## src/rtl/bc_pkg.sv

```systemverilog
// Constants and carrier types for the bi-phase codec with slip buffer
package bc_pkg;
  // Timing: system clock and line cell
  localparam int unsigned CLK_PERIOD_PS  = 5000;                       // 200 MHz system clock
  localparam int unsigned LINE_RATE_KBPS = 12000;                      // Serial line rate
  localparam int unsigned CELL_TIME_PS   = 83330;                      // One bit cell
  localparam int unsigned CELL_CYC       = CELL_TIME_PS / CLK_PERIOD_PS; // Whole cycles per cell, rounds down
  localparam int unsigned HALF_CYC       = CELL_CYC / 2;               // Least spacing of half-cell ticks

  // Synchroniser depth plus one edge-history stage
  localparam int unsigned SYNC_W = 3;

  // Slip buffer geometry and fill thresholds, counted in half bits
  localparam int unsigned      SB_DEPTH  = 4;
  localparam int unsigned      SB_AW     = 2;
  localparam logic [SB_AW-1:0] WR_RST    = 2'h1;                       // Write leads read by one bit
  localparam logic [SB_AW-1:0] RD_RST    = 2'h0;
  localparam logic [3:0]       FILL_NOM  = 4'h2;                       // One bit of delay
  localparam logic [3:0]       FILL_LOW  = 4'h1;                       // Half a bit or less
  localparam logic [3:0]       FILL_HIGH = 4'h3;                       // One and a half bits or more

  // Recovered bit toward the node
  typedef struct packed {
    logic data;
    logic valid;
  } bc_bit_t;

  // Single-cycle event indications
  typedef struct packed {
    logic bp_err;
    logic under;
    logic over;
  } bc_evt_t;
endpackage

```

## src/rtl/bc_codec.sv

```systemverilog
// Bi-phase decoder, slip buffer and bi-phase encoder for one ring node
//
// What this block does
// - Ring traffic is one continuous serial stream at 12 Mb/s.
// - Transmitter encodes the NRZ stream into bi-phase using the 24 MHz transmit clock.
// - Receiver follows line transitions with the 24 MHz receive clock, recovering clock and data.
// - Each 83.33 ns cell is a clock window followed by a data window.
// - No clock-window transition flags a bi-phase error and yields a zero bit.
// - Data-window transition means one; none means zero, both ways.
// - Received data is forwarded to the ring, or replaced when stripping.
// - Slip buffer inserts variable delay between receive and transmit clocks.
// - Slip buffer is a circular FIFO keeping ring delay whole bits.
// - With clocks in phase the buffer delays the stream by one bit.
// - Underflow reported when the offset is half a bit or less and no re-init is requested or pending.
// - Overflow reported when the offset is one and a half bits or more and no re-init is requested or pending.
// - After underflow or overflow the ring re-initialises and resumes.
`timescale 1ns/10ps
`default_nettype none

module bc_codec
  import bc_pkg::*;
(
  // Clock and reset
  input  wire logic clk_i,
  input  wire logic rst_n_i,
  // Line side; inputs asynchronous to clk_i, tx_bp_o registered on clk_i
  input  wire logic rx_bp_i,
  input  wire logic rx_clk_i,
  input  wire logic tx_clk_i,
  output logic      tx_bp_o,
  // Node control side, on clk_i
  input  wire logic strip_i,
  input  wire logic strip_data_i,
  input  wire logic reinit_i,
  output bc_bit_t   rx_o,
  output bc_evt_t   evt_o
);

  ////////////////////////////////////////////////////////////////////////////
  // Synchronisers and half-cell tick detection

  logic [SYNC_W-1:0] rx_clk_sync;
  logic [SYNC_W-1:0] tx_clk_sync;
  logic [1:0]        rx_bp_sync;
  logic              rx_tick;
  logic              tx_tick;
  logic              line;

  // Stage 0 feeds stage 1 only; edges are taken from stages 1 and 2
  always_ff @(posedge clk_i or negedge rst_n_i) begin
    if (!rst_n_i) begin
      rx_clk_sync <= '0;
      tx_clk_sync <= '0;
      rx_bp_sync  <= '0;
    end else begin
      rx_clk_sync <= {rx_clk_sync[SYNC_W-2:0], rx_clk_i};
      tx_clk_sync <= {tx_clk_sync[SYNC_W-2:0], tx_clk_i};
      rx_bp_sync  <= {rx_bp_sync[0], rx_bp_i};
    end
  end

  // Rising edge of each 24 MHz clock marks one half cell
  assign rx_tick = rx_clk_sync[1] & ~rx_clk_sync[2];
  assign tx_tick = tx_clk_sync[1] & ~tx_clk_sync[2];
  assign line    = rx_bp_sync[1];

  ////////////////////////////////////////////////////////////////////////////
  // Bi-phase decoder

  logic rx_half;   // 0: clock window next, 1: data window next
  logic rx_s0;     // Sample taken in the clock window
  logic rx_prev;   // Last sample of the previous cell
  logic cell_done;
  logic clk_tr;
  logic data_tr;
  logic cell_bit;

  assign cell_done = rx_tick & rx_half;
  assign clk_tr    = rx_s0 != rx_prev;
  assign data_tr   = line != rx_s0;
  assign cell_bit  = clk_tr & data_tr;

  // Window tracking; a missing clock transition slips the phase by half a cell
  // so that the decoder hunts onto the true cell boundary
  always_ff @(posedge clk_i or negedge rst_n_i) begin
    if (!rst_n_i) begin
      rx_half <= 1'b0;
      rx_s0   <= 1'b0;
      rx_prev <= 1'b0;
    end else if (rx_tick) begin
      if (!rx_half) begin
        rx_s0   <= line;
        rx_half <= 1'b1;
      end else if (!clk_tr) begin
        rx_prev <= rx_s0;
        rx_s0   <= line;
      end else begin
        rx_prev <= line;
        rx_half <= 1'b0;
      end
    end
  end

  // Recovered bit toward the node
  always_ff @(posedge clk_i or negedge rst_n_i) begin
    if (!rst_n_i) begin
      rx_o         <= '0;
    end else begin
      rx_o.valid   <= cell_done;
      rx_o.data    <= cell_done & cell_bit;
    end
  end

  ////////////////////////////////////////////////////////////////////////////
  // Slip buffer

  logic             slip_buffer [SB_DEPTH];
  logic [SB_AW-1:0] wr_ptr;
  logic [SB_AW-1:0] rd_ptr;
  logic [SB_AW-1:0] next_wr_ptr;
  logic [3:0]       fill;        // Delay held, in half bits
  logic [3:0]       next_fill;
  logic             rd_cell;
  logic             store_bit;
  logic             too_low;
  logic             too_high;
  logic             recenter;
  logic             reinit_pend; // Re-init held until the next transmit cell start
  logic             reinit_any;
  logic             tx_half;
  logic             tx_bit;

  assign rd_cell     = tx_tick & ~tx_half;
  assign store_bit   = strip_i ? strip_data_i : cell_bit;
  assign next_wr_ptr = cell_done ? wr_ptr + 2'h1 : wr_ptr;

  // Fill follows both clocks: receive half ticks add, transmit half ticks remove
  always_comb begin
    next_fill = fill;
    if (rx_tick && !tx_tick && fill != 4'hF) begin
      next_fill = fill + 4'h1;
    end else if (tx_tick && !rx_tick && fill != 4'h0) begin
      next_fill = fill - 4'h1;
    end
  end

  // Offset is judged at each transmit cell start
  assign too_low  = rd_cell & (next_fill <= FILL_LOW);
  assign too_high = rd_cell & (next_fill >= FILL_HIGH);
  // Re-init waits for a transmit cell start, the only phase at which the nominal fill is right
  assign reinit_any = reinit_i | reinit_pend;
  assign recenter   = too_low | too_high | (rd_cell & reinit_any);

  // Storage written at receive cell rate; cleared so the first transmitted bits are defined
  always_ff @(posedge clk_i or negedge rst_n_i) begin
    if (!rst_n_i) begin
      slip_buffer <= '{default: 1'b0};
    end else if (cell_done) begin
      slip_buffer[wr_ptr] <= store_bit;
    end
  end

  // Pointers wrap; a re-centre puts read one bit behind write again
  always_ff @(posedge clk_i or negedge rst_n_i) begin
    if (!rst_n_i) begin
      wr_ptr <= WR_RST;
      rd_ptr <= RD_RST;
      fill   <= FILL_NOM;
    end else begin
      wr_ptr <= next_wr_ptr;
      if (recenter) begin
        rd_ptr <= next_wr_ptr - 2'h1;
        fill   <= FILL_NOM;
      end else begin
        if (rd_cell) begin
          rd_ptr <= rd_ptr + 2'h1;
        end
        fill <= next_fill;
      end
    end
  end

  // Re-init request parked until the next transmit cell start
  always_ff @(posedge clk_i or negedge rst_n_i) begin
    if (!rst_n_i) begin
      reinit_pend <= 1'b0;
    end else if (rd_cell) begin
      reinit_pend <= 1'b0;
    end else if (reinit_i) begin
      reinit_pend <= 1'b1;
    end
  end

  // Event pulses, one cycle each; a pending re-init suppresses the slip ones
  always_ff @(posedge clk_i or negedge rst_n_i) begin
    if (!rst_n_i) begin
      evt_o <= '0;
    end else begin
      evt_o.bp_err <= cell_done & ~clk_tr;
      evt_o.under  <= too_low & ~reinit_any;
      evt_o.over   <= too_high & ~reinit_any;
    end
  end

  ////////////////////////////////////////////////////////////////////////////
  // Bi-phase encoder

  // Clock window always toggles; data window toggles for a one
  always_ff @(posedge clk_i or negedge rst_n_i) begin
    if (!rst_n_i) begin
      tx_half <= 1'b0;
      tx_bit  <= 1'b0;
      tx_bp_o <= 1'b0;
    end else if (tx_tick) begin
      tx_half <= ~tx_half;
      if (!tx_half) begin
        tx_bit  <= slip_buffer[rd_ptr];
        tx_bp_o <= ~tx_bp_o;
      end else if (tx_bit) begin
        tx_bp_o <= ~tx_bp_o;
      end
    end
  end

  ////////////////////////////////////////////////////////////////////////////
  // Assertions

  // Helper: cycles since the last receive half tick
  logic [7:0] rx_gap;
  always_ff @(posedge clk_i or negedge rst_n_i) begin
    if (!rst_n_i) begin
      rx_gap <= 8'hFF;
    end else if (rx_tick) begin
      rx_gap <= 8'h0;
    end else if (rx_gap != 8'hFF) begin
      rx_gap <= rx_gap + 8'h1;
    end
  end
endmodule // bc_codec

`default_nettype wire

```

## config.mk

```make
export PLATFORM = sky130hd
export DESIGN_NAME = bc_codec
export DESIGN_NICKNAME = d
export VERILOG_FILES = /design/src/rtl/bc_pkg.sv /design/src/rtl/bc_codec.sv
export SDC_FILE = /design/constraint.sdc
export NUM_CORES = 1
export LEC_CHECK = 0
export BUFFER_PORTS_ARGS = -buffer_cell sky130_fd_sc_hd__clkbuf_2
export CAP_MARGIN = 20
export CORE_ASPECT_RATIO = 0.5
export CORE_MARGIN = 2
export CORE_UTILIZATION = 55
export DETAILED_ROUTE_END_ITERATION = 8
export PLACE_DENSITY = 0.72
export SLEW_MARGIN = 10
export SYNTH_ARGS = -nofsm -noshare
export SYNTH_HDL_FRONTEND = slang
export SYNTH_SLANG_ARGS = --single-unit
```

## constraint.sdc

```tcl
create_clock -name clk_i -period 2.5 [get_ports clk_i]
set_input_delay 0.125 -clock clk_i [delete_from_list [all_inputs] [get_ports clk_i]]
set_output_delay 0.125 -clock clk_i [all_outputs]
set_load 0.01 [all_outputs]
```

==> results.tsv <==
stage	metric	value	unit
clock_tree	Reg clk slew, reported paths	0.06	ns
clock_tree	Max Root-Sink Buffers	2	
yosys	Post-synth EDFFs	0	
drt	DR vias	1114	
yosys	Mapped Area	1592	sq um
timing	Final period util	91.16	%
grt	GRT overflow	0	
clock_tree	# H-tree levels	2	
drt	DRC	0	
timing	setup total negative slack	0	ns
grt	initial antenna violation count	0	
grt	first-pass GRT wire length	5.085	mm
drt	Routed WL	2.872	mm
clock_tree	hold buffer count at CTS	4	
floorplanning	row count	13	
power	total power	1926	uW
yosys	simple-gate share of the synthesized area	22.33	%
floorplanning	Starting Density	59.66	%
critical_path	Worst Path Arrival	2.44	ns
timing	fin crit period	2.279	ns
final_layout	layout cells sized above 1	23.53	%
critical_path	Critical Path Sink Type	flip-flop	
clock_tree	CTS root buf	clkbuf_8	
power	Lkg Pwr	0.0008296	uW
yosys	largest family of logic cells by synthesized area	simple AND/OR/NAND/NOR gates	
hold_path	worst hold path class	in -> reg	
critical_path	worst endpoint required time	2.66	ns
yosys	Top FF cell, synth	dfrtp_1	
yosys	Yosys warning count	0	
timing	Clock Skews	0.004715	ns
timing	worst slew pin tran	0.7769	ns
drt	Via-to-Cell Ratio	5.382	
grt	largest net degree at the start of global routing	33	
yosys	Post-Synth XOR/XNOR Area	2.752	%
critical_path	R2R setup slack	0.22	ns
floorplanning	Die Wd	80.08	microns
yosys	async set-or-reset flop fraction in the synthesized netlist	100.0	%
critical_path	CP max FO	8	
power	PwrDens	1065	nW/um^2
final_layout	# diodes	0	
drt	Initial DRC Count	53	
placement	GP Congestion	0.8449	
yosys	synthesis-stage register bit count	32	
yosys	multiplexer area fraction after synthesis	4.874	%
timing	Rel. slew slack	48.21	%
grt	total track usage	20.31	%
yosys	register area share after synthesis	50.47	%
critical_path	CP Class	reg -> reg	
clock_tree	cts repair resizes	0	
clock_tree	clk_lat worst skew	0.27	ns
floorplanning	CORE AREA	2668	sq um
critical_path	startpoint class of the critical path	flip-flop	
drt	ANT nets after route	0	
floorplanning	Die H	42.04	microns
placement	I/O Buffers	13	
clock_tree	number of clock sinks	32	
outcome	outcome	finished clean	
floorplanning	die area	3366	sq um
clock_tree	total CTS buffers	5	
yosys	adder-cell share of the synthesized area	4.717	%
yosys	syn_nets	162	
job	Max Cap Viol	0	
clock_tree	Post-CTS Setup Bufs	0	
timing	RSZ-0062 raised after global routing	no	
timing	Fin. Hold Viols	0	
drt	DR pass1 iterations	4	
timing	Max Slew Vio Count	0	
placement	dpl hpwl	2.074	mm
yosys	Mapped Cells	148	
yosys	syn_area_per_cell	10.75	sq um
yosys	post-synth cell types	47	
clock_tree	CTS tree	done	
timing	Fmax	438.8	MHz
grt	vias in the first global route	1093	
final_layout	Layout area overhead	13.68	%
final_layout	Layout Nets	183	
power	Worst VDD drop	0.5915	mV
yosys	Synth Area in Compound Gates	10.77	%
drt	Routed wire per std cell	13.87	microns
floorplanning	IO Count	14	
timing	setup violators final	0	
## worst max-delay path, cell delays in order (launching register included)
cell and delay (ns):
dfrtp_1 0.47, inv_1 0.10, ha_1 0.19, or3b_4 0.40, a31o_1 0.25, o311a_4 0.31
nor3_4 0.18, a211oi_1 0.10, nand3b_1 0.16
## synth_stat cells (3+ instances only)
master / count / area share (%)
a21oi_1: 6 / 1.9
and3_1: 3 / 1.2
dfrtp_1: 30 / 47
ha_1: 6 / 4.7
inv_1: 8 / 1.9
mux2_2: 4 / 2.8
nand2_1: 19 / 4.5
nand2b_1: 3 / 1.2
nand3_1: 5 / 1.6
nor2_1: 8 / 1.9
o21ai_0: 7 / 2.2
xnor2_1: 4 / 2.2
## layout make-up
| type | count | area (sq um) |
|---|---|---|
| Timing Repair Buffer | 18 | 112.6 |
| Clock buffer | 8 | 90.09 |
| Tap cell | 37 | 46.29 |
| Sequential cell | 32 | 803.3 |
| Fill cell | 208 | 858.3 |
| Inverter | 9 | 33.78 |
| Multi-Input combinational cell | 103 | 723.2 |
## sequential cells by signal (all words and copies together) (netlist names)
| signal | count |
|---|---|
| rx_o | 2 |
| rx_bp_sync | 2 |
| reinit_pend | 1 |
| slip_buffer | 4 |
| tx_bp_o | 1 |
| tx_half | 1 |
| wr_ptr | 2 |
| fill | 4 |
| tx_bit | 1 |
| rx_prev | 1 |
| rx_clk_sync | 3 |
| rd_ptr | 2 |
| evt_o | 3 |
| rx_half | 1 |
| rx_s0 | 1 |
| tx_clk_sync | 3 |
## logic make-up (layout without fill, tap and decap cells)
family | after synthesis | in the layout
muxes | 6 | 6
xor gates and xnor gates | 5 | 5
and+or+nand+nor | 63 | 63
adders and majority gates | 6 | 6
AOI/OAI and AO/OA | 23 | 23
DFF | 32 | 32
buffers and inverters | 13 | 35
## cells in the final DEF (no fill, tap or decap), types with 3 or more instances in the layout
cell	n
dfrtp_1	30
nand2_1	19
clkbuf_2	13
inv_1	8
nor2_1	8
o21ai_0	7
a21oi_1	6
ha_1	6
clkbuf_8	6
nand3_1	5
xnor2_1	4
mux2_2	4
dlygate4sd3_1	4
nand2b_1	3
and3_1	3
## layer usage
layer  global-route usage, %  wire (microns)  share of wire (%)
met1                   28.28            1437                 50
met2                   31.83            1324                 46
met3                   5.172              89                3.1
met4                   6.102              21               0.73
met5                       0               0                  0
## final timing paths
kind / from / end / cells after the start
setup reg to reg: fill[0] / rd_ptr[1] / 8
hold reg to reg: rx_clk_sync[0] / rx_clk_sync[1] / 0
hold / removal: reinit_i / reinit_pend / 3
setup / recovery: fill[0] / rd_ptr[1] / 8
max in group asynchronous: rst_n_i / slip_buffer[1] / 2
min in group asynchronous: rst_n_i / rx_s0 / 2
## where the power goes
part	leakage, uW	internal [uW]	total (uW)	switching, uW
clock network	0.0000455	224	396	172
logic	0.000397	353	687	334
registers	0.000387	685	843	158
total	0.000830	1260	1930	665
## through the flow
step                utilization, %  instance area [sq um]  cells  setup WS, ns  hold WS, ns
floorplan                        -                   1592    148        0.3944      -0.1706
global placement             62.95                   1679    195        0.3121       0.2313
detailed placement           62.95                   1679    195        0.2268       0.2347
CTS                          67.82                   1809    207        0.2306       0.1662
global route                 67.82                   1809    207        0.1254       0.2140
finish                       67.82                   1809    207        0.2210       0.1700
Note: power is estimated with default switching activity, not from simulation.
